<file path="config.mk">
export PLATFORM = sky130hd
export DESIGN_NAME = psi5sw_top
export DESIGN_NICKNAME = d
export VERILOG_FILES = /design/src/shared/psi5sw_pkg.sv /design/src/psi5sw_top.sv
export VERILOG_INCLUDE_DIRS = /design/src /design/src/shared
export SDC_FILE = /design/constraint.sdc
export NUM_CORES = 1
export LEC_CHECK = 0
export ABC_AREA = 1
export BUFFER_PORTS_ARGS = -buffer_cell sky130_fd_sc_hd__buf_2
export CAP_MARGIN = 20
export CORE_MARGIN = 5
export CORE_UTILIZATION = 60
export CTS_CLUSTER_SIZE = 12
export DETAILED_ROUTE_END_ITERATION = 8
export GPL_TIMING_DRIVEN = 1
export PLACE_DENSITY_LB_ADDON = 0.1
export REMOVE_ABC_BUFFERS = 1
export SKIP_LAST_GASP = 1
export SLEW_MARGIN = 20
export SYNTH_ARGS = -nofsm -noshare
export SYNTH_HDL_FRONTEND = slang
export SYNTH_SLANG_ARGS = --single-unit
</file>
<file path="constraint.sdc">
create_clock -name clk -period 10.1 [get_ports clk]
set_clock_uncertainty 0.05 [all_clocks]
set_input_delay 0.505 -clock clk [delete_from_list [all_inputs] [get_ports clk]]
set_output_delay 0.505 -clock clk [all_outputs]
set_load 0.05 [all_outputs]
</file>
<file path="src/shared/psi5sw_params.svh">
// Constants for the PSI5 split-word and daisy-chain framer.
// Assumes a 50 MHz core clock and AHB-Lite word access.
`ifndef PSI5SW_PARAMS_SVH
`define PSI5SW_PARAMS_SVH
// Register byte offsets
`define PSI5SW_OFF_CTRL    8'h00
`define PSI5SW_OFF_SLOTA   8'h04
`define PSI5SW_OFF_SLOTB   8'h08
`define PSI5SW_OFF_STAT    8'h0c
`define PSI5SW_OFF_WORD    8'h10
// Control field positions and reset values
`define PSI5SW_CTRL_MODE_LSB 0
`define PSI5SW_CTRL_LAT_BIT  2
`define PSI5SW_CTRL_RST      2'h0
`define PSI5SW_SLOT_RST      10'h000
// Reply codes and fixed words
`define PSI5SW_RC_OK       10'h1e1
`define PSI5SW_RC_ERR      10'h1e2
`define PSI5SW_RUN_WORD    10'h000
`define PSI5SW_ADDR_GLOBAL 3'h7
`define PSI5SW_ADDR_NONE   3'h0
// Second-slot clip limit in counts
`define PSI5SW_CLIP_LIM    480
// Timing: slot unit is 0.5 us
`define PSI5SW_CLK_MHZ     50
`define PSI5SW_UNIT_NS     500
`define PSI5SW_UNIT_CYC    ((`PSI5SW_UNIT_NS * `PSI5SW_CLK_MHZ) / 1000)
// Frame of 13 bits at 125 kBaud
`define PSI5SW_FRAME_US    104
`define PSI5SW_FRAME_UNITS ((`PSI5SW_FRAME_US * 1000) / `PSI5SW_UNIT_NS)
`endif

</file>
<file path="src/shared/psi5sw_pkg.sv">
// Types for the PSI5 split-word and daisy-chain framer.
// Assumes psi5sw_params.svh is included by the design file.
package psi5sw_pkg;
  typedef enum logic [1:0] {
    PSI5SW_MODE_NORMAL = 2'h0,
    PSI5SW_MODE_DOUBLE = 2'h1,
    PSI5SW_MODE_HIRES  = 2'h2,
    PSI5SW_MODE_CHAIN  = 2'h3
  } psi5sw_mode_t;

  typedef enum logic [2:0] {
    PSI5SW_CH_INIT  = 3'h0,
    PSI5SW_CH_WADDR = 3'h1,
    PSI5SW_CH_REPA  = 3'h3,
    PSI5SW_CH_BLANK = 3'h2,
    PSI5SW_CH_WRUN  = 3'h6,
    PSI5SW_CH_REPR  = 3'h7,
    PSI5SW_CH_RUN   = 3'h5
  } psi5sw_chain_t;

  typedef struct packed {
    logic          sync_s1;
    logic          sync_s2;
    logic          sync_d;
    logic [5:0]    flt_s1;
    logic [5:0]    flt_s2;
    psi5sw_mode_t  mode;
    logic          lat;
    logic [9:0]    slot_a;
    logic [9:0]    slot_b;
    logic [7:0]    haddr;
    logic          dph;
    logic [31:0]   hrdata;
    logic [4:0]    pre;
    logic [10:0]   cnt;
    logic          act;
    logic [15:0]   sample;
    psi5sw_chain_t chain;
    logic [2:0]    addr;
    logic [9:0]    rep_code;
    logic [9:0]    rep_word;
    logic [1:0]    rep_cnt;
    logic [23:0]   blank;
    logic          defect;
    logic          fs;
    logic [9:0]    fdata;
  } psi5sw_state_t;
endpackage

</file>
<file path="src/psi5sw_top.sv">
// PSI5 split-word (16-bit) and daisy-chain framer with AHB-Lite registers.
// Assumes sample, init and command inputs are on clk; sync and fault
// inputs are pins and are synchronised here.
// Notes on behaviour
// - Hi-res mode rounds result bits 25..6, saturated to 16
// - Latency bit picks sync edge or first slot
// - Upper ten bits sent at first slot
// - Clip to 480, lower ten at second slot
// - Init data identical in both slots
// - Overlapping slots drop the second frame
// - Chain mode latency choice as other modes
// - Chain init frames use chain setup slot
// - After init, silent until address command
// - Address reply sent in setup slot
// - Blank syncs after address, then await run
// - Run reply, then data in address slot
// - Chain enables sync pulldown in init and run
// - Run broadcast answered with OK and zero, or with error code and number on cmd_err
// - Replies carry 0x1E1 or 0x1E2 codes
// - Address maps switch state and chain slot
// - All-ones address is broadcast, never assigned
// - Offset error gives defect word while present
// - Self-test or identity fault latches defect
// - Undervoltage silences all frames while present
// - Temperature fault silences all frames
`timescale 1ns/1ps
`include "psi5sw_params.svh"

module psi5sw_top #(
  parameter logic [9:0]  DEFECT_WORD   = 10'h1f0,
  parameter logic [9:0]  SETUP_SLOT    = 10'h050,
  parameter logic [9:0]  CHAIN_SLOT1   = 10'h064,
  parameter logic [9:0]  CHAIN_SLOT2   = 10'h14a,
  parameter logic [9:0]  CHAIN_SLOT3   = 10'h230,
  parameter int          BLANK_US      = 1000,
  parameter logic [23:0] BLANK_CYC     = 24'(BLANK_US * `PSI5SW_CLK_MHZ)
) (
  input  wire logic        clk,
  input  wire logic        rst,
  input  wire logic        ce,
  input  wire logic        hsel,
  input  wire logic [31:0] haddr,
  input  wire logic [1:0]  htrans,
  input  wire logic        hwrite,
  input  wire logic [2:0]  hsize,
  input  wire logic [31:0] hwdata,
  input  wire logic        hready,
  output logic      [31:0] hrdata,
  output logic             hreadyout,
  output logic             hresp,
  input  wire logic        sync_pin,
  input  wire logic        offset_err_pin,
  input  wire logic        selftest_fail_pin,
  input  wire logic        identity_valid_flag,
  input  wire logic        identity_default_flag,
  input  wire logic        undervolt_pin,
  input  wire logic        temp_fail_pin,
  input  wire logic [25:0] sample_data,
  input  wire logic        init_active,
  input  wire logic        init_done,
  input  wire logic [9:0]  init_word,
  input  wire logic        cmd_valid,
  input  wire logic        cmd_err,
  input  wire logic [2:0]  cmd_sensor_address_field,
  input  wire logic [2:0]  cmd_function_code_field,
  input  wire logic [9:0]  cmd_error_number,
  output logic             frame_start,
  output logic      [9:0]  frame_data,
  output logic             frame_chain_format,
  output logic             bus_switch_close,
  output logic             sync_pulldown_en
);

  psi5sw_pkg::psi5sw_state_t st;
  psi5sw_pkg::psi5sw_state_t next_st;

  // Rounded, saturated 16-bit word from the 26-bit result
  function automatic logic [15:0] to_word16(input logic [25:0] d);
    logic signed [20:0] t;
    t = $signed({d[25], d[25:6]}) + $signed({20'h00000, d[5]});
    if (t > $signed(21'h007fff))
      to_word16 = 16'h7fff;
    else if (t < $signed(21'h1f8000))
      to_word16 = 16'h8000;
    else
      to_word16 = t[15:0];
  endfunction

  // Clip to plus or minus the second-slot limit
  function automatic logic [15:0] clip_lim(input logic [15:0] v);
    if ($signed(v) > $signed(16'(`PSI5SW_CLIP_LIM)))
      clip_lim = 16'(`PSI5SW_CLIP_LIM);
    else if ($signed(v) < -$signed(16'(`PSI5SW_CLIP_LIM)))
      clip_lim = -16'(`PSI5SW_CLIP_LIM);
    else
      clip_lim = v;
  endfunction

  // One-cycle hit when the slot timer reaches a nonzero slot value
  function automatic logic slot_hit(input logic        a,
                                    input logic [4:0]  p,
                                    input logic [10:0] c,
                                    input logic [9:0]  t);
    slot_hit = a && (p == 5'h00) && (t != 10'h000) && (c == {1'b0, t});
  endfunction

  logic        rise;
  logic        hit_a;
  logic        hit_b;
  logic        hit_setup;
  logic        hit_chain;
  logic        overlap;
  logic        mute;
  logic        offset_now;
  logic [9:0]  chain_slot;
  logic [15:0] fresh;
  logic        ahb_go;
  logic [15:0] clipped;

  assign rise       = st.sync_s2 && !st.sync_d;
  assign offset_now = st.flt_s2[5];
  assign mute       = st.flt_s2[1] || st.flt_s2[0];
  assign fresh      = to_word16(sample_data);
  assign ahb_go     = hsel && htrans[1] && hready;
  assign clipped    = clip_lim(st.sample);

  // Address 1/4, 2/5, 3/6 share chain slots one to three
  always_comb begin
    case (st.addr)
      3'h1, 3'h4: chain_slot = CHAIN_SLOT1;
      3'h2, 3'h5: chain_slot = CHAIN_SLOT2;
      3'h3, 3'h6: chain_slot = CHAIN_SLOT3;
      default:    chain_slot = 10'h000;
    endcase
  end

  assign hit_a     = slot_hit(st.act, st.pre, st.cnt, st.slot_a);
  assign hit_b     = slot_hit(st.act, st.pre, st.cnt, st.slot_b);
  assign hit_setup = slot_hit(st.act, st.pre, st.cnt, SETUP_SLOT);
  assign hit_chain = slot_hit(st.act, st.pre, st.cnt, chain_slot);

  // Frames conflict when the slots lie closer than one frame
  always_comb begin
    if (st.slot_b >= st.slot_a)
      overlap = (11'(st.slot_b) - 11'(st.slot_a)) <
                11'(`PSI5SW_FRAME_UNITS);
    else
      overlap = (11'(st.slot_a) - 11'(st.slot_b)) <
                11'(`PSI5SW_FRAME_UNITS);
  end

  always_comb begin
    next_st    = st;
    next_st.fs = 1'b0;
    next_st.sync_s1 = sync_pin;
    next_st.sync_s2 = st.sync_s1;
    next_st.sync_d  = st.sync_s2;
    next_st.flt_s1  = {offset_err_pin, selftest_fail_pin,
                       identity_valid_flag, identity_default_flag,
                       undervolt_pin, temp_fail_pin};
    next_st.flt_s2  = st.flt_s1;
    if (st.flt_s2[4] || !st.flt_s2[3] || !st.flt_s2[2])
      next_st.defect = 1'b1;

    // Slot timer in 0.5 us units from the sync rising edge
    if (rise) begin
      next_st.pre = 5'h00;
      next_st.cnt = 11'h000;
      next_st.act = 1'b1;
    end else if (st.act) begin
      if (st.pre == 5'(`PSI5SW_UNIT_CYC - 1)) begin
        next_st.pre = 5'h00;
        if (st.cnt == 11'h7ff)
          next_st.act = 1'b0;
        else
          next_st.cnt = st.cnt + 11'h001;
      end else begin
        next_st.pre = st.pre + 5'h01;
      end
    end

    // Sample latch at the edge or the first slot
    if (rise && !st.lat)
      next_st.sample = fresh;
    else if (st.lat && (((st.mode == psi5sw_pkg::PSI5SW_MODE_HIRES) &&
             hit_a) || ((st.mode == psi5sw_pkg::PSI5SW_MODE_CHAIN) &&
             hit_chain)))
      next_st.sample = fresh;

    case (st.mode)
      psi5sw_pkg::PSI5SW_MODE_HIRES: begin
        if (hit_a) begin
          next_st.fs = 1'b1;
          if (init_active)
            next_st.fdata = init_word;
          else if (st.defect || offset_now)
            next_st.fdata = DEFECT_WORD;
          else if (st.lat)
            next_st.fdata = fresh[15:6];
          else
            next_st.fdata = st.sample[15:6];
        end else if (hit_b && !overlap) begin
          next_st.fs = 1'b1;
          if (init_active)
            next_st.fdata = init_word;
          else if (st.defect || offset_now)
            next_st.fdata = DEFECT_WORD;
          else
            next_st.fdata = clipped[9:0];
        end
      end
      psi5sw_pkg::PSI5SW_MODE_CHAIN: begin
        case (st.chain)
          psi5sw_pkg::PSI5SW_CH_INIT: begin
            if (hit_setup && init_active) begin
              next_st.fs    = 1'b1;
              next_st.fdata = init_word;
            end
            if (init_done)
              next_st.chain = psi5sw_pkg::PSI5SW_CH_WADDR;
          end
          psi5sw_pkg::PSI5SW_CH_WADDR,
          psi5sw_pkg::PSI5SW_CH_REPA: begin
            if (hit_setup && (st.rep_cnt != 2'h0)) begin
              next_st.fs      = 1'b1;
              next_st.fdata   = (st.rep_cnt == 2'h2) ? st.rep_code
                                                     : st.rep_word;
              next_st.rep_cnt = st.rep_cnt - 2'h1;
              if ((st.rep_cnt == 2'h1) &&
                  (st.chain == psi5sw_pkg::PSI5SW_CH_REPA)) begin
                next_st.chain = psi5sw_pkg::PSI5SW_CH_BLANK;
                next_st.blank = BLANK_CYC;
              end
            end else if (cmd_valid && (st.rep_cnt == 2'h0) &&
                         (st.chain == psi5sw_pkg::PSI5SW_CH_WADDR) &&
                         (cmd_sensor_address_field ==
                          `PSI5SW_ADDR_NONE)) begin
              next_st.rep_cnt = 2'h2;
              if (cmd_err ||
                  (cmd_function_code_field == `PSI5SW_ADDR_NONE) ||
                  (cmd_function_code_field == `PSI5SW_ADDR_GLOBAL)) begin
                next_st.rep_code = `PSI5SW_RC_ERR;
                next_st.rep_word = cmd_error_number;
              end else begin
                next_st.addr     = cmd_function_code_field;
                next_st.rep_code = `PSI5SW_RC_OK;
                next_st.rep_word = {7'h00, cmd_function_code_field};
                next_st.chain    = psi5sw_pkg::PSI5SW_CH_REPA;
              end
            end
          end
          psi5sw_pkg::PSI5SW_CH_BLANK: begin
            if (st.blank == 24'h000000)
              next_st.chain = psi5sw_pkg::PSI5SW_CH_WRUN;
            else
              next_st.blank = st.blank - 24'h000001;
          end
          psi5sw_pkg::PSI5SW_CH_WRUN: begin
            if (cmd_valid &&
                (cmd_sensor_address_field == `PSI5SW_ADDR_GLOBAL) &&
                (cmd_function_code_field == 3'h0)) begin
              next_st.rep_cnt = 2'h2;
              if (cmd_err) begin
                next_st.rep_code = `PSI5SW_RC_ERR;
                next_st.rep_word = cmd_error_number;
              end else begin
                next_st.rep_code = `PSI5SW_RC_OK;
                next_st.rep_word = `PSI5SW_RUN_WORD;
              end
              next_st.chain = psi5sw_pkg::PSI5SW_CH_REPR;
            end
          end
          psi5sw_pkg::PSI5SW_CH_REPR: begin
            if (hit_chain) begin
              next_st.fs      = 1'b1;
              next_st.fdata   = (st.rep_cnt == 2'h2) ? st.rep_code
                                                     : st.rep_word;
              next_st.rep_cnt = st.rep_cnt - 2'h1;
              if (st.rep_cnt == 2'h1)
                next_st.chain = (st.rep_code == `PSI5SW_RC_OK) ?
                                psi5sw_pkg::PSI5SW_CH_RUN :
                                psi5sw_pkg::PSI5SW_CH_WRUN;
            end
          end
          psi5sw_pkg::PSI5SW_CH_RUN: begin
            if (hit_chain) begin
              next_st.fs    = 1'b1;
              if (st.defect || offset_now)
                next_st.fdata = DEFECT_WORD;
              else if (st.lat)
                next_st.fdata = fresh[15:6];
              else
                next_st.fdata = st.sample[15:6];
            end
          end
          default: next_st.chain = psi5sw_pkg::PSI5SW_CH_INIT;
        endcase
      end
      default: next_st.fs = 1'b0;
    endcase
    if (mute)
      next_st.fs = 1'b0;

    // AHB-Lite slave, zero wait states
    next_st.dph = ahb_go && hwrite;
    if (ahb_go)
      next_st.haddr = haddr[7:0];
    if (ahb_go && !hwrite) begin
      case (haddr[7:0])
        `PSI5SW_OFF_CTRL:  next_st.hrdata = {29'h0, st.lat, st.mode};
        `PSI5SW_OFF_SLOTA: next_st.hrdata = {22'h0, st.slot_a};
        `PSI5SW_OFF_SLOTB: next_st.hrdata = {22'h0, st.slot_b};
        `PSI5SW_OFF_STAT:  next_st.hrdata = {24'h0, st.defect, mute,
                                             st.chain, st.addr};
        `PSI5SW_OFF_WORD:  next_st.hrdata = {16'h0, st.sample};
        default:           next_st.hrdata = 32'h0;
      endcase
    end
    if (st.dph) begin
      case (st.haddr)
        `PSI5SW_OFF_CTRL: begin
          next_st.mode = psi5sw_pkg::psi5sw_mode_t'(
            hwdata[`PSI5SW_CTRL_MODE_LSB +: 2]);
          next_st.lat  = hwdata[`PSI5SW_CTRL_LAT_BIT];
        end
        `PSI5SW_OFF_SLOTA: next_st.slot_a = hwdata[9:0];
        `PSI5SW_OFF_SLOTB: next_st.slot_b = hwdata[9:0];
        default: ;
      endcase
    end
  end

  always_ff @(posedge clk or posedge rst) begin
    if (rst) begin
      st        <= '0;
      st.mode   <= psi5sw_pkg::psi5sw_mode_t'(`PSI5SW_CTRL_RST);
      st.slot_a <= `PSI5SW_SLOT_RST;
      st.slot_b <= `PSI5SW_SLOT_RST;
      st.chain  <= psi5sw_pkg::PSI5SW_CH_INIT;
      st.flt_s1 <= 6'h0c;
      st.flt_s2 <= 6'h0c;
    end else if (ce) begin
      st <= next_st;
    end
  end

  assign hrdata             = st.hrdata;
  assign hreadyout          = 1'b1;
  assign hresp              = 1'b0;
  assign frame_start        = st.fs && ce;
  assign frame_data         = st.fdata;
  assign frame_chain_format = (st.mode == psi5sw_pkg::PSI5SW_MODE_CHAIN);
  assign bus_switch_close   = frame_chain_format && !st.addr[2] &&
                              (st.addr != 3'h0);
  assign sync_pulldown_en   = frame_chain_format &&
                              ((st.chain == psi5sw_pkg::PSI5SW_CH_INIT) ||
                               (st.chain == psi5sw_pkg::PSI5SW_CH_RUN));
endmodule
</file>
==> summary.md <==
| Metric | Value |
|---|---|
| Status | `complete, no violations` |
| Chip Width | `roughly 150 um` |
| Worst Setup Start Kind | `flip-flop` |
| Vias | `between 10000 and 15000` |
| Slowest stage delay, CP | `between 0.5 and 0.6 ns` |
| CP arrival | `~3.5 ns` |
| CP Buf/Inv Count | `4` |
| Synth Area in Adders | `roughly 3.4%` |
| Worst R2R Start | `st[142]` |
| Final setup fails | `0` |
| Grt met1 use | `between 40% and 50%` |
| Cell mode on critical path | `nand2_1` |
| Placeable Area | `~0.018 mm^2` |
| First DRT Iteration DRCs | `between 900 and 1000` |
| Fillcell total | `between 1500 and 2000` |
| Global-route wire length before repair | `around 50 mm` |
| Worst endpoint required time | `10.39 ns` |
| FF-to-FF End | `frame_data[1]` |
| Max-Slew Margin vs Limit | `between 40% and 50%` |
| GRT busiest layer | `met2` |
| Post-synth top area share | `between 30% and 40%` |
| GPL Wtd Cong | `about 1` |
| Number of synthesized flops with an enable pin | `0` |
| Area grow syn2layout | `9.17%` |
| Met3 Use GR | `about 5.4%` |
| Post-cts sizing count | `0` |
| Final WL | `a little over 30 mm` |
| Clock sink count | `153` |
| Die height | `146 um` |
| Xor/xnor cell area share of the yosys netlist | `under 10%` |
| DP HPWL | `23.7 mm` |
| Commonest non-fill, non-tap cell in the layout | `nand2_1` |
| Fin. max-slew vios | `0` |
| CTS Root Cell | `clkbuf_16` |
| N_diodes | `0` |
| Syn. warnings | `0` |
| CTS Buffer Depth | `2` |
| Synth Area in Compound Gates | `around 15%` |
| Ratio of cells with drive above 1 in the final layout | `around an eighth` |
| Syn_area_per_cell | `about 6.8 um^2` |
| Top Ports | `around 190` |
| Register Area | `approximately 0.0038 mm^2` |
| Critical path type | `flip-flop to flip-flop` |
| Clock-pin slew on the worst setup and hold paths | `0.06 ns` |
| RSZ-0062 raised after global routing | `no` |
| GR Util met2 | `roughly 44%` |
| Wirelength per Cell | `about 16 um` |
| Cell Pwr Density | `about 150 mW/mm^2` |
| Post-synthesis mux area share | `0%` |
| Vias/cell | `roughly 5.6` |
| Post-route ant nets | `0` |
| Multi-input gate area | `approximately 0.0059 mm^2` |
| Largest net degree at the start of global routing | `93` |
| Nets@finish | `approximately 1900` |
| CTS tree | `yes` |
| Simple-Gate Fraction of Synth Area | `32.6%` |
| Max stage delay cell, worst path | `dfrtp_1` |
| HP Class | `primary input to asynchronous set/reset pin` |
| Cts hold-fix bufs | `0` |
| Cells after Synth | `1630` |
| Post-CTS setup buffers | `0` |
| Period minus WS final | `around 3.2 ns` |
| Leakage power | `roughly 6.3 nW` |
| Flop2flop setup slack | `around 6.9 ns` |
| Max Fanout on Critical Path | `15` |
| Worst-path cell chain | `inv_1 > ha_1 > nand2_2 > inv_1 > a21oi_1 > nand2_1 > nand2_1 > nand2_1 > o21ai_1 > nand3_1 > nand3_1 > nand2_2 > o21ai_4 > inv_2 > or2_1 > nand2_1 > inv_1` |
| Buffers on Ports | `around 110` |
| Placed insts | `about 1900` |
| # H-tree levels | `4` |
| Netlist cell types | `approximately 60` |
| Tcrit/Tclk final | `between 30% and 40%` |
| Die area | `about 0.021 mm^2` |
| Max IR drop VDD | `between 0.00015 and 0.0002 V` |
| Non-filler instance count after layout | `just under 2000` |
| Delay-heaviest family, CP | `simple AND/OR/NAND/NOR gates` |
| Most frequent cells in the layout | `nand2_1 (422), inv_1 (237), nor2_1 (157)` |
| Final hold violation count | `0` |
| Sequential area share after synthesis | `34.4%` |
| Largest family of logic cells by synthesized area | `simple AND/OR/NAND/NOR gates` |
| Total GRT Usage | `between 20% and 30%` |
| DRC | `0` |
| Vias in the first global route | `slightly above 10000` |
| Mapped cell area | `0.0111 mm^2` |
| Most used DFF post-synth | `dfrtp_1` |
| Setup tns final | `0 ns` |
| Register bit total from synthesis | `153` |
| Max cap viols | `0` |
| Top post-synthesis cells by area | `dfrtp_1 (33%), nand2_1 (14%), inv_1 (8.0%)` |
| Slew @ Worst Pin | `about 0.83 ns` |
| Effective utilization at floorplan | `between 60 and 70%` |
| Total grt overflow | `0` |
| DRT Pass-1 Iters | `5` |
| Crit. End Element | `flip-flop` |
| Area leader, netlist | `dfrtp_1` |
| Initial antenna violation count | `0` |
| R2r worst-path depth | `17` |
| Achievable Freq | `a little over 0.3 GHz` |
| Async set-reset flop share out of synthesis | `between 90% and 100%` |
| Row count | `49` |
| Clock Latency Late Sink | `roughly 0.45 ns` |
| TritonCTS buffer count | `17` |
[power breakdown]
part | internal (mW) | switching [mW] | leakage (nW)
logic | 0.127 | 0.294 | 4.03
registers | 0.670 | 0.0469 | 1.96
clock network | 0.374 | 0.278 | 0.279
[routing by layer]
metal  share of wire [%]  vias to the layer above
met3                 7.9                       68
met2                  44                      430
li1                    -                     5371
met1                  45                     5085
met5                   0                        -
met4                 3.0                        0
[worst reg2reg max path: stages, from the launching register on]
cell	delay, ns
dfrtp_1	0.52
inv_1	0.08
ha_1	0.39
nand2_2	0.12
inv_1	0.07
a21oi_1	0.20
nand2_1	0.11
nand2_1	0.11
nand2_1	0.09
o21ai_1	0.13
nand3_1	0.20
nand3_1	0.20
nand2_2	0.10
o21ai_4	0.24
inv_2	0.19
or2_1	0.25
nand2_1	0.06
inv_1	0.04
[cell usage after synthesis (13+ instances only)]
| cell type | count |
|---|---|
| a21oi_1 | 63 |
| nand3_1 | 80 |
| nand2_2 | 19 |
| inv_1 | 238 |
| ha_1 | 30 |
| dfrtp_1 | 149 |
| nand4_1 | 38 |
| xor2_1 | 13 |
| nor2_1 | 157 |
| o22ai_1 | 21 |
| o21ai_1 | 22 |
| o21ai_0 | 103 |
| buf_4 | 44 |
| nor3_1 | 40 |
| clkbuf_1 | 19 |
| nand2_1 | 422 |
| nor2_2 | 15 |
[sequential cells by signal (all words and copies together), names as in the netlist]
register	count
st	118
hrdata	16
frame_data	10
next_st	8
offset_now	1
[worst max-delay path by stage]
| stage | start | endpoint | slack, ns | depth (start not counted) |
|---|---|---|---|---|
| CTS | st[142] | frame_data[1] | 6.91 | 17 |
| detailed placement | ce | st[44] | 6.83 | 7 |
| global route | st[142] | frame_data[5] | 6.63 | 17 |
| global placement | ce | st[48] | 6.89 | 8 |
| finish | st[142] | frame_data[1] | 6.86 | 17 |
| floorplan | rst | frame_data[0] | 5.43 | 1 |
[cell families (layout without fill, tap and decap cells)]
logic type | after synthesis | after routing
other cells | 2 | 18
xor+xnor | 23 | 23
buf+inv | 327 | 398
fa+ha+maj | 30 | 30
simple gates | 818 | 818
flops | 153 | 153
compound gates | 277 | 277
[area by class of cell]
class / count / area share, %
sequential: 153 / 31.5
multi-input combinational: 1166 / 48.7
inverter: 251 / 7.79
clock inverter: 12 / 1.17
tap: 229 / 2.36
clock buffer: 20 / 3.68
timing repair buffer: 115 / 4.80
[stage by stage]
step / util [%] / power [mW] / cell area (um^2) / setup WS, ns / hold WS, ns
floorplan: - / 1.02 / 10700 / 5.43 / 0.391
global placement: 63.9 / 1.13 / 11600 / 6.89 / 0.401
detailed placement: 63.9 / 1.14 / 11600 / 6.83 / 0.406
CTS: 67.2 / 1.79 / 12200 / 6.91 / 0.199
global route: 67.2 / 1.87 / 12200 / 6.63 / 0.216
finish: 67.2 / 1.79 / 12200 / 6.86 / 0.168
No activity file was read; power rests on OpenSTA's default activity.
